==> src/spi_csl_pkg.sv <==
// Shared constants, field positions and helpers of the select and loopback block
package spi_csl_pkg;

   // ****************************************************************
   // Register map (byte addresses)
   // ****************************************************************
   localparam logic [31:0] ADR_MODE   = 32'h40008004;   // Mode and select set-up
   localparam logic [31:0] ADR_STATUS = 32'h40008010;   // Sticky events, read only
   localparam logic [31:0] ADR_IEN    = 32'h40008014;   // Interrupt enable, write only
   localparam logic [31:0] ADR_IDIS   = 32'h40008018;   // serial_irq_disable, write only
   localparam logic [31:0] ADR_IMASK  = 32'h4000801C;   // Interrupt mask, read only
   localparam logic [31:0] ADR_EVCLR  = 32'h40008020;   // Event clear, write only

   // ****************************************************************
   // Mode register fields
   // ****************************************************************
   localparam int          MODE_MASTER_BIT = 0;         // Master mode
   localparam int          MODE_VARSEL_BIT = 1;         // variable_select_mode
   localparam int          MODE_DECODE_BIT = 2;         // select_decoder_en
   localparam int          MODE_LOOP_BIT   = 7;         // local_loopback_en
   localparam int          MODE_PCS_LSB    = 16;        // periph_select_field
   localparam int          MODE_GAP_LSB    = 24;        // inter_select_gap
   localparam logic [31:0] MODE_RESET      = 32'h00000000;
   localparam logic [31:0] MODE_WMASK      = 32'hFF0F0087;

   // ****************************************************************
   // Event bits, shared by status, enable, disable and clear
   // ****************************************************************
   localparam int          EV_NUM              = 11;
   localparam int          EV_RX_FULL          = 0;
   localparam int          EV_TX_EMPTY         = 1;
   localparam int          EV_MODE_FAULT       = 2;
   localparam int          EV_OVERRUN          = 3;
   localparam int          EV_RX_BUFFER_END    = 4;
   localparam int          EV_TX_BUFFER_END    = 5;
   localparam int          EV_RX_BUFFERS_FULL  = 6;
   localparam int          EV_TX_BUFFERS_EMPTY = 7;
   localparam int          EV_SLAVE_SEL_RISE   = 8;
   localparam int          EV_TX_IDLE          = 9;
   localparam int          EV_UNDERRUN         = 10;
   localparam logic [10:0] EV_RESET            = 11'h000;

   // ****************************************************************
   // Select timing and codes
   // ****************************************************************
   localparam logic [7:0]  GAP_MIN_CYC = 8'h06;         // Floor of the select gap
   localparam logic [3:0]  CS_NONE     = 4'hF;          // All selects released

   // Gap in clock cycles, with the floor applied
   function automatic logic [7:0] gap_need(input logic [7:0] field);
      gap_need = (field < GAP_MIN_CYC) ? GAP_MIN_CYC : field;
   endfunction

   // Select outputs for a code, direct or one-of-four on the lowest zero
   function automatic logic [3:0] sel_decode(input logic [3:0] code, input logic dec_en);
      if (dec_en)
         sel_decode = code;
      else if (!code[0])
         sel_decode = 4'hE;
      else if (!code[1])
         sel_decode = 4'hD;
      else if (!code[2])
         sel_decode = 4'hB;
      else if (!code[3])
         sel_decode = 4'h7;
      else
         sel_decode = CS_NONE;
   endfunction

endpackage

==> src/gap_if.sv <==
// Handshake between the select sequencer and its gap timer
`timescale 1ns/10ps
interface gap_if;
   logic       load;    // Start a gap
   logic [7:0] count;   // Cycles to run, less one
   logic       done;    // Timer idle
   modport ctl (output load, output count, input done);
   modport tmr (input load, input count, output done);
endinterface

==> src/pin_sync.sv <==
// Three-stage synchroniser with agreement filter for pin inputs
`timescale 1ns/10ps
module pin_sync (
   // Clocking
   input  wire logic clk,
   input  wire logic rst,
   input  wire logic ce,
   // Data
   input  wire logic d,
   output logic      q
);

   logic s1_r;   // First stage, read only by the second
   logic s2_r;   // Second stage
   logic s3_r;   // Third stage

   // Shift in; the output follows once two stages agree
   always_ff @(posedge clk) begin
      if (rst) begin
         s1_r <= 1'b0;
         s2_r <= 1'b0;
         s3_r <= 1'b0;
         q    <= 1'b0;
      end else if (ce) begin
         s1_r <= d;
         s2_r <= s1_r;
         s3_r <= s2_r;
         if (s2_r == s3_r) begin
            q <= s3_r;
         end
      end
   end

endmodule // pin_sync

==> src/gap_timer.sv <==
// Down counter that times the released-select gap
`timescale 1ns/10ps
module gap_timer (
   // Clocking
   input  wire logic clk,
   input  wire logic rst,
   input  wire logic ce,
   // Sequencer side
   gap_if.tmr        g
);

   logic [7:0] cnt_r;   // Cycles left

   // Idle when the count has run out
   assign g.done = (cnt_r == 8'h00);

   // Load on request, otherwise count down to zero
   always_ff @(posedge clk) begin
      if (rst) begin
         cnt_r <= 8'h00;
      end else if (ce) begin
         if (g.load) begin
            cnt_r <= g.count;
         end else if (!g.done) begin
            cnt_r <= cnt_r - 8'h01;
         end
      end
   end

endmodule // gap_timer

==> src/spi_chip_select_loopback_irq.sv <==
// Select encoding, select gap, loopback path and interrupt registers
`timescale 1ns/10ps

// Behaviour
// - Master loopback feeds sent bit to receiver
// - Loopback only in master, off when clear
// - Select field used only in fixed mode
// - No decoder: lowest zero picks one select
// - Decoder on: field drives selects unchanged
// - Wait a gap between release and select
// - Gap is field cycles, minimum six
// - Disable write: ones disable, zeros keep
// - Lower disable bits map the eight events
// - Upper disable bits 8-10, rest unused
module spi_chip_select_loopback_irq (
   // Clock, reset and freeze
   input  wire logic        REF_CLK,
   input  wire logic        RST,
   input  wire logic        CE,
   // Register port
   input  wire logic [31:0] ADDR,
   input  wire logic [31:0] WDATA,
   input  wire logic        WR,
   input  wire logic        RD,
   output logic      [31:0] RDATA,
   // Shift engine side
   input  wire logic [10:0] EVENTS,
   input  wire logic        CS_ACTIVE,
   input  wire logic [3:0]  SEL_VAR,
   input  wire logic        MOSI_BIT,
   output logic             RX_BIT,
   output logic             RX_STROBE,
   // Pins
   input  wire logic        SCK_PIN,
   input  wire logic        MISO_PIN,
   output logic      [3:0]  CHIP_SELECT_N,
   output logic             IRQ
);

   // ****************************************************************
   // Pin synchronisers
   // ****************************************************************
   logic sck_s;        // Filtered link clock level
   logic miso_s;       // Filtered receive pin
   logic sck_prev_r;   // Last link clock level
   logic sck_rise_w;   // Rising link clock edge

   pin_sync sck_sync (
      .clk (REF_CLK),
      .rst (RST),
      .ce  (CE),
      .d   (SCK_PIN),
      .q   (sck_s)
   );

   pin_sync miso_sync (
      .clk (REF_CLK),
      .rst (RST),
      .ce  (CE),
      .d   (MISO_PIN),
      .q   (miso_s)
   );

   // Edge found on the filtered level only
   assign sck_rise_w = sck_s & ~sck_prev_r;

   // ****************************************************************
   // Register decode
   // ****************************************************************
   logic wr_mode_w;    // Mode write
   logic wr_ien_w;     // Enable write
   logic wr_idis_w;    // Disable write
   logic wr_evclr_w;   // Clear write

   assign wr_mode_w  = WR && (ADDR == spi_csl_pkg::ADR_MODE);
   assign wr_ien_w   = WR && (ADDR == spi_csl_pkg::ADR_IEN);
   assign wr_idis_w  = WR && (ADDR == spi_csl_pkg::ADR_IDIS);
   assign wr_evclr_w = WR && (ADDR == spi_csl_pkg::ADR_EVCLR);

   // ****************************************************************
   // Mode register and its fields
   // ****************************************************************
   logic [31:0] mode_r;     // Mode register
   logic        master_w;   // Master mode
   logic        varsel_w;   // Variable select mode
   logic        decode_w;   // External decoder
   logic        lb_w;       // Loopback in force
   logic [3:0]  pcs_w;      // Fixed select field
   logic [7:0]  gap_w;      // Gap field

   assign master_w = mode_r[spi_csl_pkg::MODE_MASTER_BIT];
   assign varsel_w = mode_r[spi_csl_pkg::MODE_VARSEL_BIT];
   assign decode_w = mode_r[spi_csl_pkg::MODE_DECODE_BIT];
   assign pcs_w    = mode_r[spi_csl_pkg::MODE_PCS_LSB +: 4];
   assign gap_w    = mode_r[spi_csl_pkg::MODE_GAP_LSB +: 8];
   assign lb_w     = master_w & mode_r[spi_csl_pkg::MODE_LOOP_BIT];

   // Unused bits are kept at zero so a read shows only live fields
   always_ff @(posedge REF_CLK) begin
      if (RST) begin
         mode_r <= spi_csl_pkg::MODE_RESET;
      end else if (CE && wr_mode_w) begin
         mode_r <= WDATA & spi_csl_pkg::MODE_WMASK;
      end
   end

   // ****************************************************************
   // Events, mask and interrupt
   // ****************************************************************
   logic [10:0] status_r;     // Sticky event flags
   logic [10:0] mask_r;       // Enabled sources
   logic [10:0] status_nxt;   // Next flags
   logic [10:0] mask_nxt;     // Next mask
   logic        irq_r;        // Interrupt level
   logic        pend_w;       // Enabled flag present

   // event k sets flag k; set beats clear
   assign status_nxt = (status_r & ~({11{wr_evclr_w}} & WDATA[10:0])) | EVENTS;
   assign mask_nxt   = (mask_r | ({11{wr_ien_w}} & WDATA[10:0]))
                       & ~({11{wr_idis_w}} & WDATA[10:0]);
   // only enabled flags raise the line
   assign pend_w     = |(status_r & mask_r);

   // Flags, mask and the registered interrupt
   always_ff @(posedge REF_CLK) begin
      if (RST) begin
         status_r <= spi_csl_pkg::EV_RESET;
         mask_r   <= spi_csl_pkg::EV_RESET;
         irq_r    <= 1'b0;
      end else if (CE) begin
         status_r <= status_nxt;
         mask_r   <= mask_nxt;
         irq_r    <= pend_w;
      end
   end

   assign IRQ = irq_r;

   // ****************************************************************
   // Read port
   // ****************************************************************
   logic [31:0] rd_mux_w;   // Selected read value
   logic [31:0] rdata_r;    // Read data, one cycle after the strobe

   // Write-only and unmapped addresses read as zero
   assign rd_mux_w = (ADDR == spi_csl_pkg::ADR_MODE)   ? mode_r :
                     (ADDR == spi_csl_pkg::ADR_STATUS) ? {21'h000000, status_r} :
                     (ADDR == spi_csl_pkg::ADR_IMASK)  ? {21'h000000, mask_r} :
                     32'h00000000;

   // Data stands only in the cycle after the strobe
   always_ff @(posedge REF_CLK) begin
      if (RST) begin
         rdata_r <= 32'h00000000;
      end else if (CE) begin
         rdata_r <= RD ? rd_mux_w : 32'h00000000;
      end
   end

   assign RDATA = rdata_r;

   // ****************************************************************
   // Select sequencer
   // ****************************************************************
   typedef enum logic [1:0] {ST_IDLE, ST_SEL, ST_GAP} sel_st_e;

   sel_st_e    st_r;     // Sequencer state
   sel_st_e    st_nxt;   // Next state
   logic [3:0] cs_r;     // Select outputs
   logic [3:0] cs_nxt;   // Next select outputs
   logic [3:0] code_w;   // Select code in force
   logic [3:0] dec_w;    // Decoded select outputs
   logic [7:0] need_w;   // Gap length in cycles
   gap_if      gt ();    // Gap timer link

   // fixed field only while variable mode is off
   assign code_w   = varsel_w ? SEL_VAR : pcs_w;
   // one low select; field passed straight
   assign dec_w    = spi_csl_pkg::sel_decode(code_w, decode_w);
   assign need_w   = spi_csl_pkg::gap_need(gap_w);
   assign gt.count = need_w - 8'h01;

   gap_timer gap_tmr (
      .clk (REF_CLK),
      .rst (RST),
      .ce  (CE),
      .g   (gt)
   );

   // A new code always passes through a release and a full gap
   always_comb begin
      st_nxt  = st_r;
      cs_nxt  = cs_r;
      gt.load = 1'b0;
      case (st_r)
         // Released; select when asked in master mode
         ST_IDLE: begin
            if (CS_ACTIVE && master_w) begin
               st_nxt = ST_SEL;
               cs_nxt = dec_w;
            end
         end
         // release before any change of select
         ST_SEL: begin
            if (!CS_ACTIVE || !master_w || (dec_w != cs_r)) begin
               st_nxt  = ST_GAP;
               cs_nxt  = spi_csl_pkg::CS_NONE;
               gt.load = 1'b1;
            end
         end
         // Hold all released until the timer runs out
         ST_GAP: begin
            if (gt.done) begin
               st_nxt = ST_IDLE;
            end
         end
         default: begin
            st_nxt = ST_IDLE;
            cs_nxt = spi_csl_pkg::CS_NONE;
         end
      endcase
   end

   // Sequencer registers
   always_ff @(posedge REF_CLK) begin
      if (RST) begin
         st_r <= ST_IDLE;
         cs_r <= spi_csl_pkg::CS_NONE;
      end else if (CE) begin
         st_r <= st_nxt;
         cs_r <= cs_nxt;
      end
   end

   assign CHIP_SELECT_N = cs_r;

   // ****************************************************************
   // Receive path
   // ****************************************************************
   logic rx_bit_r;   // Received bit
   logic rx_stb_r;   // One-cycle bit strobe

   // sent bit replaces the pin in loopback
   always_ff @(posedge REF_CLK) begin
      if (RST) begin
         sck_prev_r <= 1'b0;
         rx_bit_r   <= 1'b0;
         rx_stb_r   <= 1'b0;
      end else if (CE) begin
         sck_prev_r <= sck_s;
         rx_stb_r   <= sck_rise_w;
         if (sck_rise_w) begin
            rx_bit_r <= lb_w ? MOSI_BIT : miso_s;
         end
      end
   end

   assign RX_BIT    = rx_bit_r;
   assign RX_STROBE = rx_stb_r;

   // ****************************************************************
   // Checks
   // ****************************************************************
   logic [7:0] gcnt_r;   // Cycles spent in the gap so far

   // Helper counter for the gap length check
   always_ff @(posedge REF_CLK) begin
      if (RST) begin
         gcnt_r <= 8'h00;
      end else if (CE) begin
         gcnt_r <= (st_r == ST_GAP) ? gcnt_r + 8'h01 : 8'h00;
      end
   end

   loop_path_a: assert property (
      @(posedge REF_CLK) disable iff (RST)
      CE && sck_rise_w && lb_w |=> RX_BIT == $past(MOSI_BIT) && RX_STROBE)
      else $error("loopback bit not taken from sent data");

   loop_off_a: assert property (
      @(posedge REF_CLK) disable iff (RST)
      CE && sck_rise_w && !(master_w && mode_r[spi_csl_pkg::MODE_LOOP_BIT])
      |=> RX_BIT == $past(miso_s))
      else $error("receive bit not taken from pin");

   fixed_field_a: assert property (
      @(posedge REF_CLK) disable iff (RST)
      CE && st_r == ST_IDLE && CS_ACTIVE && master_w && !varsel_w
      |=> CHIP_SELECT_N == spi_csl_pkg::sel_decode($past(pcs_w), $past(decode_w)))
      else $error("fixed select field not applied");

   one_low_a: assert property (
      @(posedge REF_CLK) disable iff (RST)
      CE && st_r == ST_IDLE && CS_ACTIVE && master_w && !decode_w && code_w != 4'hF
      |=> $countones(~CHIP_SELECT_N) == 1 && !CHIP_SELECT_N[0] == !$past(code_w[0]))
      else $error("undecoded select not one low");

   direct_code_a: assert property (
      @(posedge REF_CLK) disable iff (RST)
      CE && st_r == ST_IDLE && CS_ACTIVE && master_w && decode_w
      |=> CHIP_SELECT_N == $past(code_w))
      else $error("decoded select not passed directly");

   release_gap_a: assert property (
      @(posedge REF_CLK) disable iff (RST)
      CE && st_r == ST_SEL && st_nxt == ST_GAP
      |=> CHIP_SELECT_N == 4'hF ##1 (CHIP_SELECT_N == 4'hF) [*5])
      else $error("select reasserted inside gap");

   gap_len_a: assert property (
      @(posedge REF_CLK) disable iff (RST)
      CE && st_r == ST_GAP && gt.done |-> gcnt_r + 8'h01 == need_w)
      else $error("gap length differs from field");

   disable_bits_a: assert property (
      @(posedge REF_CLK) disable iff (RST)
      CE && wr_idis_w |=> (mask_r & $past(WDATA[10:0])) == 11'h000
      && (mask_r & ~$past(WDATA[10:0])) == ($past(mask_r) & ~$past(WDATA[10:0])))
      else $error("disable write misapplied");

   event_map_a: assert property (
      @(posedge REF_CLK) disable iff (RST)
      CE && EVENTS != 11'h000 |=> (status_r & $past(EVENTS)) == $past(EVENTS))
      else $error("event flag not set");

   upper_zero_a: assert property (
      @(posedge REF_CLK) disable iff (RST)
      CE && RD && ADDR == spi_csl_pkg::ADR_IMASK |=> RDATA[31:11] == 21'h000000)
      else $error("unused mask bits read nonzero");

   irq_level_a: assert property (
      @(posedge REF_CLK) disable iff (RST)
      CE |=> IRQ == $past(|(status_r & mask_r)))
      else $error("interrupt level wrong");

endmodule // spi_chip_select_loopback_irq

==> config.mk <==
export PLATFORM = sky130hd
export DESIGN_NAME = spi_chip_select_loopback_irq
export DESIGN_NICKNAME = d
export VERILOG_FILES = /design/src/spi_csl_pkg.sv /design/src/gap_if.sv /design/src/pin_sync.sv /design/src/gap_timer.sv /design/src/spi_chip_select_loopback_irq.sv
export SDC_FILE = /design/constraint.sdc
export NUM_CORES = 1
export LEC_CHECK = 0
export BUFFER_PORTS_ARGS = -buffer_cell sky130_fd_sc_hd__buf_2
export CORE_MARGIN = 4
export CORE_UTILIZATION = 52
export DETAILED_ROUTE_END_ITERATION = 10
export PLACE_DENSITY = 0.8
export SLEW_MARGIN = 20
export SYNTH_ARGS = -nofsm -noshare
export SYNTH_HDL_FRONTEND = slang
export SYNTH_HIERARCHICAL = 1
export SYNTH_SLANG_ARGS = --single-unit
==> constraint.sdc <==
create_clock -name REF_CLK -period 2.96 [get_ports REF_CLK]
set_input_delay 0.592 -clock REF_CLK [delete_from_list [all_inputs] [get_ports REF_CLK]]
set_output_delay 0.592 -clock REF_CLK [all_outputs]
set_load 0.02 [all_outputs]
### Word level (Yosys, flattened, before mapping)

Cells that the tools add are included.

| cells by class | value |
|---|---|
| bitwise logic cells | 14 |
| eq/ne operators | 15 |
| $add $sub $neg | 2 |
| mux-type cells | 23 |
| reduce and logical (&&, ||, !) cells | 19 |
| magnitude comparators | 1 |

Operator list:

| kind | count |
|---|---|
| $eq A32 B31 Y1 const B | 6 |
| $and A11 B11 Y11 | 6 |
| $mux W32 | 2 |
| $mux W4 | 8 |
| $mux W8 | 3 |
| $mux W11 | 2 |
| $not A11 Y11 | 2 |
| $or A11 B11 Y11 | 2 |
| $sub A8 B1 Y8 const B | 2 |
| $pmux W4 S3 | 1 |
| $reduce_or A11 Y1 | 1 |
| $logic_not A8 Y1 | 1 |
| $lt A8 B3 Y1 const B | 1 |
| $reduce_and A2 Y1 | 4 |
| $reduce_and A4 Y1 | 2 |
| $logic_and A1 B1 Y1 | 6 |
| $mux W2 | 3 |
| $pmux W2 S3 | 1 |
| $ne A2 B1 Y1 const B | 2 |
| $ne A2 B2 Y1 const B | 2 |
| $ne A4 B4 Y1 | 1 |
| $mux W1 | 3 |
| $and A1 B1 Y1 | 2 |
| $eq A1 B1 Y1 | 2 |
| 6 further kinds | 9 |

| storage, ports and cells | value |
|---|---|
| word-level logic and storage cells | 93 |
| output and inout port bits | 39 |
| register bits | 96 |

### Logic depth before layout (Yosys ltp)

Gate-level depths: netlist of the first run.

| logic depth | value |
|---|---|
| word-level depth | 12 |
| depth in mapped cells | 12 |

### Cells and area by module

Netlist of the first run, hierarchy kept.

Modules (own cells, without submodules):

| module | instances | area each (sq um) | cells an instance | seq. area each (sq um) |
|---|---|---|---|---|
| spi_chip_select_loopback_irq | 1 | 3,460.8 | 417 | 1,421.4 |
| gap_timer | 1 | 545.5 | 71 | 160.2 |
| pin_sync | 2 | 171.4 | 16 | 80.1 |

### Worst setup path before layout of the first run

OpenSTA, ideal clock, no wires.

| path | value |
|---|---|
| path type | input to register |
| from | in SEL_VAR[3] |
| to | reg gap_tmr.cnt_r[5] |
| buffers on the path | 0 |
| stages | 9 |
| arrival | 2.544 ns |
| data required time | 2.893 ns |
| path slack | 0.349 ns |
| cell sequence | nand2b_1 -> o32a_1 -> or4_1 -> o211a_1 -> nor2_1 -> nor2_1 -> o41a_4 -> a21bo_1 -> a21oi_2 |

| between the ends | value |
|---|---|
| cells in the longest elaborated chain, start to end | 12 |
| elaborated cells on any way between the ends | 13 |

RTL lines:

| element | line | text |
|---|---|---|
| from (decl) | spi_chip_select_loopback_irq.sv:29 | `input wire logic [3:0] SEL_VAR,` |
| $mux W4 (*) | spi_chip_select_loopback_irq.sv:177 | `assign code_w = varsel_w ? SEL_VAR : pcs_w;` |
| $mux W4 | spi_csl_pkg.sv:64 | `else if (!code[3])` |
| $mux W4 | spi_csl_pkg.sv:62 | `else if (!code[2])` |
| $mux W4 | spi_csl_pkg.sv:60 | `else if (!code[1])` |
| $mux W4 | spi_csl_pkg.sv:58 | `else if (!code[0])` |
| $mux W4 (*) | spi_csl_pkg.sv:56 | `if (dec_en)` |
| $ne A4 B4 Y1 (*) | spi_chip_select_loopback_irq.sv:205 | `if (!CS_ACTIVE \|\| !master_w \|\| (dec_w != cs_r)) begin` |
| $logic_or A1 B1 Y1 (*) | spi_chip_select_loopback_irq.sv:205 |  |
| $mux W1 (*) | spi_chip_select_loopback_irq.sv:205 |  |
| $mux W1 (*) | spi_chip_select_loopback_irq.sv:195 | `case (st_r)` |
| via gt.load | gap_if.sv:4 | `logic load;` |
| $ne A2 B1 Y1 (no line) | -- |  |
| $reduce_and A2 Y1 (no line) | -- |  |
| to (signal assigned) | gap_timer.sv:23 | `cnt_r <= g.count;` |
| to (signal assigned) | gap_timer.sv:25 | `cnt_r <= cnt_r - 8'h01;` |
| to (decl) | gap_timer.sv:12 | `logic [7:0] cnt_r;` |

The timed path passes the listed nets; every way through them passes the cells marked *.
A chain may end at the register's enable or synchronous reset.

### Worst setup path after layout of the first run

| path | value |
|---|---|
| from | reg mode_r[1] |
| to | reg gap_tmr.cnt_r[0] |

| between the ends | value |
|---|---|
| cells in the longest elaborated chain, start to end | 12 |
| elaborated cells on any way between the ends | 13 |

RTL lines:

| element | line | text |
|---|---|---|
| from (decl) | spi_chip_select_loopback_irq.sv:83 | `logic [31:0] mode_r;` |
| from (signal assigned) | spi_chip_select_loopback_irq.sv:101 | `mode_r <= spi_csl_pkg::MODE_RESET;` |
| from (signal assigned) | spi_chip_select_loopback_irq.sv:103 | `mode_r <= WDATA & spi_csl_pkg::MODE_WMASK;` |
| $mux W4 (*) | spi_chip_select_loopback_irq.sv:177 |  |
| $mux W4 | spi_csl_pkg.sv:64 |  |
| $mux W4 | spi_csl_pkg.sv:62 |  |
| $mux W4 | spi_csl_pkg.sv:60 |  |
| $mux W4 | spi_csl_pkg.sv:58 |  |
| $mux W4 (*) | spi_csl_pkg.sv:56 |  |
| $ne A4 B4 Y1 (*) | spi_chip_select_loopback_irq.sv:205 |  |
| $logic_or A1 B1 Y1 (*) | spi_chip_select_loopback_irq.sv:205 |  |
| $mux W1 (*) | spi_chip_select_loopback_irq.sv:205 |  |
| $mux W1 (*) | spi_chip_select_loopback_irq.sv:195 |  |
| via gt.load | gap_if.sv:4 |  |
| $ne A2 B1 Y1 (no line) | -- |  |
| $reduce_and A2 Y1 (no line) | -- |  |

Marks and branches as above.

==> results of run 1 <==
registers in the layout (all words and copies together) (netlist names), 2 cells and up:
signal,flops
mask_r,11
CHIP_SELECT_N,4
st_r,2
mode_r,16
gap_tmr/cnt_r,8
RDATA,23
status_r,11
area by class of cell:
cell class                 count  area [µm²]
timing repair buffer         118         616
clock inverter                 7        71.3
clock buffer                   9         124
multi-input combinational    395        2390
sequential                    87        1740
tap                          105         131
fill                         741        3070
inverter                       8        30.0
through the flow:
| step | utilization | hold WS, ns |
|---|---|---|
| after detailed placement | 0.601 | 0.444 |
| final | 0.625 | 0.432 |
| after CTS | 0.625 | 0.414 |
| after floorplan | - | 0.451 |
| after global placement | 0.601 | 0.440 |
| after global routing | 0.625 | 0.423 |
how the worst max path moves through the flow:
stage | from | to | cells after the start
3_5_place_dp | SEL_VAR[3] | gap_tmr/cnt_r[0] | 11
4_1_cts | mode_r[1] | gap_tmr/cnt_r[0] | 10
3_3_place_gp | SEL_VAR[3] | gap_tmr/cnt_r[0] | 11
2_1_floorplan | SEL_VAR[3] | gap_tmr/cnt_r[5] | 9
6_report | mode_r[1] | gap_tmr/cnt_r[0] | 10
5_1_grt | mode_r[1] | gap_tmr/cnt_r[2] | 10
repair_timing:
item                       CTS  global route
setup endpoints to repair    0             5
gates resized for setup      0             2
buffers inserted             0             0
cells by family after synthesis:
group           share of synthesized area
xor+xnor                           0.0181
simple gates                        0.252
flops                               0.400
buf+inv                            0.0561
compound gates                      0.204
other cells                      0.000862
mux                                0.0630
fa+ha+maj                         0.00575
critical path: stages (launching register included):
cell	delay, ns
dfxtp_2	0.46
and3b_1	0.21
a311oi_1	0.48
a32oi_1	0.18
o211a_1	0.17
nor2_1	0.15
nor2_1	0.09
buf_4	0.16
o41ai_4	0.45
or3_1	0.17
a31oi_1	0.08
power by group:
group          switching (mW)  internal, mW
combinational           0.272         0.219
clock                   0.474         0.332
sequential             0.0391          1.21
metal layers:
| metal | wire length [µm] | share of wire | track usage |
|---|---|---|---|
| met3 | 538 | 0.048 | 0.0372 |
| met4 | 209 | 0.019 | 0.0840 |
| met1 | 4880 | 0.44 | 0.295 |
| met5 | 0 | 0 | 0 |
| met2 | 5510 | 0.49 | 0.378 |
layout by cell type (no fill, tap or decap), types with 6 or more instances in the layout:
cell and instances:
o21ai_0 15, a21oi_1 50, nor2_1 80, a22o_1 8, a22oi_1 15, nand3_1 7, nor4_1 6, dfxtp_1 85
nand2_1 48, buf_4 10, clkbuf_8 9, a211oi_1 12, conb_1 9, buf_2 108, mux2i_1 26, inv_1 8
nor3_1 7, nand2b_1 9, nor2b_1 20
==> impl_summary.txt, run 1 <==
----------------------------------------------------
[Drt]
  DRT iter0 DRCs ... between 200 and 250
  Antenna-violating nets left ... 0
  Detailed-router iteration count before antenna repair ... 5
  Wire per inst ... about 15 µm
  Vias after detailed routing ... roughly 4,000
  DRC Markers ... 0
  Final wirelength ... 11,100 µm
  Average via count per standard cell ... 5.64

[Placed design]
  Pre-CTS WS ... approximately 0.052 ns
  Final weighted congestion in routability-driven placement ... 0.830
  DP Cell Count ... ~710
  Area post-placement ... between 4000 and 5000 µm²
  Port buffer count ... roughly 110
  Detailed-placement wirelength estimate ... just over 8000 µm

[Global route]
  First-pass GRT wire length ... roughly 18,000 µm
  Vias in the first global route ... between 4,000 and 5,000
  Antenna violations before repair ... 0
  Global-route usage over all layers ... 0.226
  Leftover overflow at the end of global routing ... 0
  Largest net degree at the start of global routing ... 45

[Synthesis]
  Share of synthesized area occupied by flip-flops and latches ... 0.400
  Post-synthesis cell type with the largest combined area ... dfxtp_1
  Cell with the most instances after synthesis ... dfxtp_1
  Top FF cell, synth ... dfxtp_1
  Average size of a mapped cell ... roughly 8.4 µm²
  Post-synth EDFFs ... 0
  Synthesis Warnings ... 6
  Post-synth ARST share ... 0
  Top cell type's share of synthesized area ... 0.400
  Number of standard cells after synthesis ... 520
  Synthesized flop and latch total ... just under 90
  Distinct cell type count after synthesis ... 67
  Post-Syn Area ... 4350 µm²
  Top post-synthesis cells by area ... dfxtp_1 (40%), nor2_1 (6.9%), mux2i_1 (6.0%), a21oi_1 (5.8%), nand2_1 (4.1%)
  Most frequent cells after synthesis ... dfxtp_1 (87), nor2_1 (80), a21oi_1 (50)

[STA]
  Worst Clk Skew ... 0.0143 ns
  Headroom to the max-slew limit ... 0.527
  Crit path setup slack, layout ... roughly 0.23 ns
  Final hold vios ... 0
  Portion of the clock cycle consumed by the worst path in the final layout ... 0.922
  Time the final worst path needs with I/O delays and setup ... between 2 and 3 ns
  Maximum clock frequency ... ~370 MHz
  Setup tns final ... 0 ns
  RSZ-0062 raised after global routing ... false
  Pin slew with the least headroom to its limit ... between 0.7 and 0.8 ns
  Final Max Slew Viols ... 0
  Final setup viols ... 0

[Floorplan]
  Die boundary height ... roughly 100 µm
  Site Rows ... 33
  Overall die width ... between 90 and 100 µm
  CORE AREA ... 8180 µm²
  Full die area ... slightly below 10,000 µm²
  Initial Utilization ... 0.532
  Ports ... about 130

[Setup path]
  CP endpoint kind ... register
  Worst R2R Start ... mode_r[1]
  Endpoint of the most critical register-to-register path ... gap_tmr/cnt_r[0]
  Setup CP Type ... reg2reg
  Reg-to-reg setup timing slack ... 0.23 ns
  Critical path startpoint category ... register
  Largest fanout on the critical path ... 10
  Path depth of the worst reg2reg path ... 10
  Worst endpoint data arrival time ... roughly 3 ns
  Data required time at the worst endpoint ... 3.17 ns

[Pwr]
  Peak supply drop ... 0.357 mV
  PnR Total Power ... 2.54 mW
  Reported leakage power ... 2.08 nW
  Power density cells ... between 400 and 500 nW/µm²

[Finish]
  Area added between synthesis and finish ... 17.5%
  Share of layout cells above drive strength 1 ... 0.239
  Count of placed standard cells in the final layout, fillers left out ... roughly 730
  Diode count ... 0
  Area of all placed cells without fillers ... ~5100 µm²
  Total Nets Final ... a little over 700

[Clock network]
  Total CTS buffers ... 9
  Post-CTS clock slew at the launch and capture registers of the worst setup and hold paths ... about 0.11 ns
  Hold bufs inserted after CTS ... 0
  Buffer type at the clock tree root ... clkbuf_8
  Later-pin clock latency in the skew report ... ~0.36 ns
  Deepest clock path buffer count ... 2
  Number of sinks driven by the clock tree ... 87
  CTS tree ... built
  Level count of the clock H-tree ... 3

[Run status]
  Status ... finished clean

[Run]
  Max_cap viols ... 0

[Hold path]
  Hold path endpoint ... mask_r[9]
  Worst hold-check path type ... in2reg
  Startpoint of the worst hold path ... WDATA[9]
  Number of cells traversed by the worst hold path ... 2

----------------------------------------------------
Note: power is estimated with default switching activity, not from simulation.
==> inputs of run 2 (changes only) <==
- CORE_UTILIZATION: 52 -> 54
- CTS_BUF_LIST: unset -> sky130_fd_sc_hd__clkbuf_8
- PLACE_DENSITY: 0.8 -> 0.83
==> run 2 against run 1 <==
  * Flip-flop and latch count did not move
  * Global-route usage rose by 0.28 points
  * Register-to-register slack improved by 0.08 ns
  * Fmax rose by 2.9%
  * Worst setup slack improved by 0.077 ns
  * Combinational power barely moved
  * First-iteration DRC count rose by 23%
  * Die area fell by 3.4%
==> impl_summary.txt, run 2 (synthesized netlist as in run 1, its figures left out) <==
----------------------------------------------------
[Clock network]
  Post-CTS clock slew at the launch and capture registers of the worst setup and hold paths ... 0.10 ns (about the same)
  Number of sinks driven by the clock tree ... 87 (unchanged)
  Total CTS buffers ... 9 (unchanged)
  Deepest clock path buffer count ... 2 (unchanged)
  CTS tree ... built
  Buffer type at the clock tree root ... clkbuf_8
  PostCTS Resize Cnt ... 0 (unchanged)
  Buffer count from post-CTS setup fixing ... 0 (unchanged)
  Later-pin clock latency in the skew report ... 0.36 ns (about the same)
  Level count of the clock H-tree ... 3 (unchanged)
  Hold bufs inserted after CTS ... 0 (unchanged)

[Finish]
  Diode count ... 0 (unchanged)
  Most common cell after layout, fill and taps aside ... buf_2
  Number of flip-flops in the largest register ... 23 (unchanged)
  Commonest cells after routing, fill and taps aside ... buf_2 (108), dfxtp_1 (86), nor2_1 (80)
  Util after Layout ... 0.662 (+0.0370)
  Area added between synthesis and finish ... 18.2%
  Number of fill cells ... 690 (-6.9%)
  Total Nets Final ... 710 (+0.14%)
  Share of layout cells above drive strength 1 ... 0.238 (-0.000382)

[Drt]
  DRC Markers ... 0 (unchanged)
  DRT iter0 DRCs ... 275 (+23%)
  Average via count per standard cell ... 5.57 (-1.1%)
  Final wirelength ... 11,000 µm (-0.90%)
  Vias after detailed routing ... 4,053 (-1.4%)
  Wire per inst ... 15.2 µm (-0.63%)
  Antenna-violating nets left ... 0 (unchanged)
  Detailed-router iteration count before antenna repair ... 4 (-1)

[Run status]
  Status ... finished clean

[Floorplan]
  Overall die width ... 97.7 µm (-1.7%)
  CORE AREA ... 7770 µm² (-5.0%)
  Die boundary height ... 97.7 µm (-1.7%)
  Site Rows ... 32 (-3.0%)
  Ports ... 127 (unchanged)
  Full die area ... 9550 µm² (-3.4%)
  Initial Utilization ... 0.560 (+0.0279)

[Placed design]
  Port buffer count ... 108 (unchanged)
  Final weighted congestion in routability-driven placement ... 0.935 (+13%)
  Detailed-placement wirelength estimate ... 8070 µm (-2.5%)

[Pwr]
  Fraction of power consumed by combinational cells ... 0.188 (-0.005)
  Clock share of power ... 0.336 (+0.019)
  Power density cells ... 509 nW/µm² (+2.2%)
  Switching power ... 755 µW (-3.8%)
  Reported leakage power ... 2.10 nW (+0.77%)
  Peak supply drop ... 0.491 mV (+38%)
  Sw Ratio ... 0.289 (-0.0201)
  Register share of total power ... 0.476 (-0.014)
  Design internal power ... 1.86 mW (+5.9%)

[Setup path]
  CP endpoint kind ... register
  Critical path startpoint category ... register
  Worst endpoint data arrival time ... 2.94 ns (about the same)
  Largest fanout on the critical path ... 6 (-4)
  Setup CP Type ... reg2reg
  Data required time at the worst endpoint ... 3.25 ns (+0.08 ns)

[STA]
  Maximum clock frequency ... 377 MHz (+2.9%)
  Final hold vios ... 0 (unchanged)
  Portion of the clock cycle consumed by the worst path in the final layout ... 0.896 (-0.0261)
  Worst hold margin ... 0.434 ns (+0.00216 ns)
  RSZ-0062 raised after global routing ... false
  Worst Clk Skew ... 0.0140 ns (-0.000294 ns)
  Final setup viols ... 0 (unchanged)
  Time the final worst path needs with I/O delays and setup ... 2.65 ns (-0.0772 ns)
  Headroom to the max-slew limit ... 0.648 (+0.121)
  Setup tns final ... 0 ns (unchanged)
  Pin slew with the least headroom to its limit ... 0.528 ns (-0.181 ns)
  Final Max Slew Viols ... 0 (unchanged)

[Global route]
  Largest net degree at the start of global routing ... 74 (+64%)
  Antenna violations before repair ... 0 (unchanged)
  Global-route usage over all layers ... 0.229 (+0.00278)
  First-pass GRT wire length ... 18,500 µm (+0.11%)
  Leftover overflow at the end of global routing ... 0 (unchanged)
  Vias in the first global route ... 3,985 (-1.8%)

[Hold path]
  Worst hold-check path type ... in2reg

[Run]
  Max_cap viols ... 0 (unchanged)

----------------------------------------------------
==> run 2: cell count changes in the layout (fill, tap and decap cells not counted) <==
cell and delta:
buf_12 +1, bufinv_16 +1, clkbuf_8 +1, clkinv_4 -1, clkinv_8 -1, clkinvlp_4 +1, dfxtp_1 +1, dfxtp_2 -1
inv_6 -1
==> run 2: power groups by stage <==
stage | combinational, mW | clock [mW] | sequential (mW)
6_report | 0.492 | 0.879 | 1.24
3_5_place_dp | 0.482 | 0 | 1.27
3_3_place_gp | 0.465 | 0 | 1.27
5_1_grt | 0.555 | 0.943 | 1.25
2_1_floorplan | 0.374 | 0 | 1.26
4_1_cts | 0.485 | 0.892 | 1.24
==> run 2: final cells by class <==
| cell class | instances | area, µm² | share of cell area |
|---|---|---|---|
| Multi-Input combinational cell | 395 | 2390 | 0.465 |
| Inverter | 8 | 30.0 | 0.00584 |
| Clock buffer | 10 | 138 | 0.0268 |
| Timing Repair Buffer | 119 | 636 | 0.124 |
| Tap cell | 102 | 128 | 0.0248 |
| Sequential cell | 87 | 1740 | 0.339 |
| Clock inverter | 6 | 75.1 | 0.0146 |
==> run 2: path summary, 6_finish.rpt <==
| path | startpoint | end | slack, ns | depth (start not counted) |
|---|---|---|---|---|
| setup / recovery | mode_r[18] | gap_tmr/cnt_r[5] | 0.31 | 9 |
| setup reg to reg | mode_r[18] | gap_tmr/cnt_r[5] | 0.31 | 9 |
| hold reg to reg | RDATA[2] | RDATA[2] | 0.46 | 2 |
| hold / removal | WDATA[4] | mask_r[4] | 0.43 | 2 |
==> run 2: stage by stage <==
| step | power [mW] | instance area [µm²] | instances | setup WS [ns] |
|---|---|---|---|---|
| 2_1_floorplan | 1.64 | 4380 | 528 | 0.349 |
| 3_3_place_gp | 1.74 | 4930 | 711 | 0.129 |
| 3_5_place_dp | 1.75 | 4930 | 711 | 0.0101 |
| 4_1_cts | 2.62 | 5140 | 727 | 0.187 |
| 5_1_grt | 2.75 | 5140 | 727 | 0.0606 |
| 6_report | 2.62 | 5140 | 727 | 0.308 |
==> run 2: metal layers <==
| metal | GRT usage | wire [µm] | vias to the layer above |
|---|---|---|---|
| li1 | - | - | 2018 |
| met1 | 0.302 | 4960 | 1915 |
| met2 | 0.383 | 5380 | 106 |
| met3 | 0.0407 | 548 | 14 |
| met4 | 0.0703 | 142 | 0 |
| met5 | 0 | 0 | - |
==> run 2: worst max-delay path, stage by stage (launching register included) <==
cell,delay (ns)
dfxtp_1,0.41
nor2_1,0.09
o32a_1,0.32
or4_1,0.49
o211a_1,0.19
nor2_1,0.17
nor2_1,0.10
o41a_4,0.51
a21bo_1,0.19
a21oi_2,0.13
==> inputs of run 3 (changes only) <==
- CORE_UTILIZATION: 54 -> 49
- CTS_CLUSTER_DIAMETER: unset -> 120
- PLACE_DENSITY: 0.83 -> 0.79
- clock period: 2.96 -> 2.4 ns (I/O delays scaled with it)
==> run 3 against run 2 <==
  * The run now ends with setup timing left
  * Clock skew decreased by 0.0017 ns
  * Critical path type unchanged
  * Fmax increased by 7.9%
  * Critical endpoint unchanged
  * Sequential power increased by 24%
  * Clock-buffer cell count decreased by 1
  * Clock power up 5.8%
  * Die area grew 9.3%
  * Hold slack got worse by 0.12 ns
  * Final area up 3.6%
==> impl_summary.txt, run 3 (synthesized netlist as in run 1, its figures left out) <==
----------------------------------------------------
[Run status]
  Status ... finished, violations left
  Violated checks ... setup timing

[Run]
  Max_cap viols ... 0 (unchanged)

[Clock network]
  Deepest clock path buffer count ... 2 (unchanged)
  Later-pin clock latency in the skew report ... 0.36 ns (about the same)
  CTS tree ... built
  Buffer type at the clock tree root ... clkbuf_8
  Level count of the clock H-tree ... 3 (unchanged)
  Number of sinks driven by the clock tree ... 87 (unchanged)
  Hold bufs inserted after CTS ... 0 (unchanged)
  Total CTS buffers ... 9 (unchanged)
  Post-CTS clock slew at the launch and capture registers of the worst setup and hold paths ... 0.09 ns (about the same)

[Finish]
  Area added between synthesis and finish ... 22.5%
  Number of fill cells ... 730 (+5.8%)
  Total Nets Final ... 728 (+2.5%)
  Share of layout cells above drive strength 1 ... 0.267 (+0.0291)
  Diode count ... 0 (unchanged)
  Commonest cells after routing, fill and taps aside ... buf_2 (108), dfxtp_1 (86), nor2_1 (78)
  Most common cell after layout, fill and taps aside ... buf_2
  Number of flip-flops in the largest register ... 23 (unchanged)

[Global route]
  First-pass GRT wire length ... 18,700 µm (+1.3%)
  Leftover overflow at the end of global routing ... 0 (unchanged)
  Global-route usage over all layers ... 0.222 (-0.00684)
  Vias in the first global route ... 4,080 (+2.4%)
  Antenna violations before repair ... 0 (unchanged)
  Largest net degree at the start of global routing ... 90 (+22%)

[Setup path]
  Worst endpoint data arrival time ... 2.76 ns (-0.18 ns)
  Largest fanout on the critical path ... 6 (unchanged)
  CP endpoint kind ... register
  Setup CP Type ... reg2reg
  Data required time at the worst endpoint ... 2.70 ns (-0.55 ns)
  Critical path startpoint category ... register

[Floorplan]
  Ports ... 127 (unchanged)
  Initial Utilization ... 0.501 (-0.0588)
  Overall die width ... 102 µm (+4.6%)
  Site Rows ... 34 (+6.3%)
  CORE AREA ... 8680 µm² (+12%)
  Full die area ... 10,400 µm² (+9.3%)
  Die boundary height ... 102 µm (+4.6%)

[STA]
  RSZ-0062 raised after global routing ... true
  Time the final worst path needs with I/O delays and setup ... 2.46 ns (-0.195 ns)
  Final setup viols ... 5 (+5)
  Maximum clock frequency ... 407 MHz (+7.9%)
  Portion of the clock cycle consumed by the worst path in the final layout ... 1.02 (+0.128)
  Crit path setup slack, layout ... -0.0577 ns (-0.365 ns)
  Final hold vios ... 0 (unchanged)
  Worst Clk Skew ... 0.0123 ns (-0.00166 ns)
  Worst hold margin ... 0.318 ns (-0.116 ns)
  Pin slew with the least headroom to its limit ... 0.527 ns (-0.00124 ns)
  Headroom to the max-slew limit ... 0.649 (+0.000829)
  Final Max Slew Viols ... 0 (unchanged)

[Placed design]
  Port buffer count ... 108 (unchanged)
  Final weighted congestion in routability-driven placement ... 0.928 (-0.70%)
  Pre-CTS WS ... -0.184 ns (-0.194 ns)
  Detailed-placement wirelength estimate ... 8280 µm (+2.6%)

[Pwr]
  Power density cells ... 596 nW/µm² (+17%)
  Peak supply drop ... 0.364 mV (-26%)
  Reported leakage power ... 2.18 nW (+4.0%)

[Drt]
  Wire per inst ... 15.3 µm (+0.81%)
  DRC Markers ... 0 (unchanged)
  Detailed-router iteration count before antenna repair ... 5 (+1)
  Antenna-violating nets left ... 0 (unchanged)
  Final wirelength ... 11,500 µm (+4.1%)
  Average via count per standard cell ... 5.58 (+0.15%)
  DRT iter0 DRCs ... 195 (-29%)
  Vias after detailed routing ... 4,193 (+3.5%)

[Hold path]
  Worst hold-check path type ... in2reg

----------------------------------------------------
[run 3: cell count changes in the layout (fill, tap and decap cells not counted), moves of 2 or more]
| cell | previous run | this run |
|---|---|---|
| buf_4 | 10 | 25 |
| nor2_1 | 80 | 78 |
| nor2_4 | 0 | 2 |
| o21ai_1 | 4 | 7 |
| buf_12 | 1 | 3 |
| o21ai_0 | 15 | 12 |
[run 3: repair_timing]
item                       4_1_cts  5_1_grt
pin swaps                        3        4
setup buffers                    3        0
gates cloned                     0        0
resized for setup               10        2
setup endpoints to repair        8        8
[run 3: layout make-up]
| type | instances | area (µm²) | share of cell area |
|---|---|---|---|
| Inverter | 8 | 30.0 | 0.00564 |
| Clock inverter | 7 | 55.1 | 0.0103 |
| Sequential cell | 87 | 1750 | 0.328 |
| Timing Repair Buffer | 137 | 803 | 0.151 |
| Tap cell | 108 | 135 | 0.0254 |
| Multi-Input combinational cell | 395 | 2440 | 0.457 |
| Clock buffer | 9 | 124 | 0.0232 |
[run 3: metal layers]
metal | track usage | vias up | share of wire
li1 | - | 2064 | -
met1 | 0.276 | 1954 | 0.41
met2 | 0.383 | 154 | 0.51
met3 | 0.0430 | 21 | 0.064
met4 | 0.0797 | 0 | 0.016
met5 | 0 | - | 0
[run 3: final timing paths]
path / startpoint / end / slack, ns / depth (start not counted)
setup / recovery: mode_r[1] / gap_tmr/cnt_r[5] / -0.06 / 9
hold / removal: WDATA[4] / mask_r[4] / 0.32 / 2
hold reg to reg: RDATA[7] / RDATA[7] / 0.47 / 2
setup reg to reg: mode_r[1] / gap_tmr/cnt_r[5] / -0.06 / 9
[run 3: report_power, final]
group	leakage (nW)	total (mW)	switching, mW	internal (mW)
combinational	1.39	0.708	0.382	0.325
sequential	0.705	1.54	0.0491	1.49
clock	0.0866	0.930	0.543	0.387
[run 3: worst max-delay path: stages (launching register included)]
cell	delay, ns
dfxtp_4	0.37
buf_12	0.13
o32a_1	0.35
or4_1	0.48
o211a_1	0.19
nor2_4	0.12
nor2_4	0.07
o41a_4	0.40
a21bo_1	0.19
a21oi_2	0.11
[run 3: per-stage QoR]
step	cell area [µm²]	util	total power, mW	cells	TNS, ns
finish	5330	0.614	3.18	751	-0.107
global route	5330	0.614	3.33	751	-0.893
CTS	5320	0.613	3.16	751	-0.0718
detailed placement	5080	0.586	2.21	732	-1.18
global placement	5080	0.586	2.18	732	-0.712
floorplan	4390	-	2.02	528	0
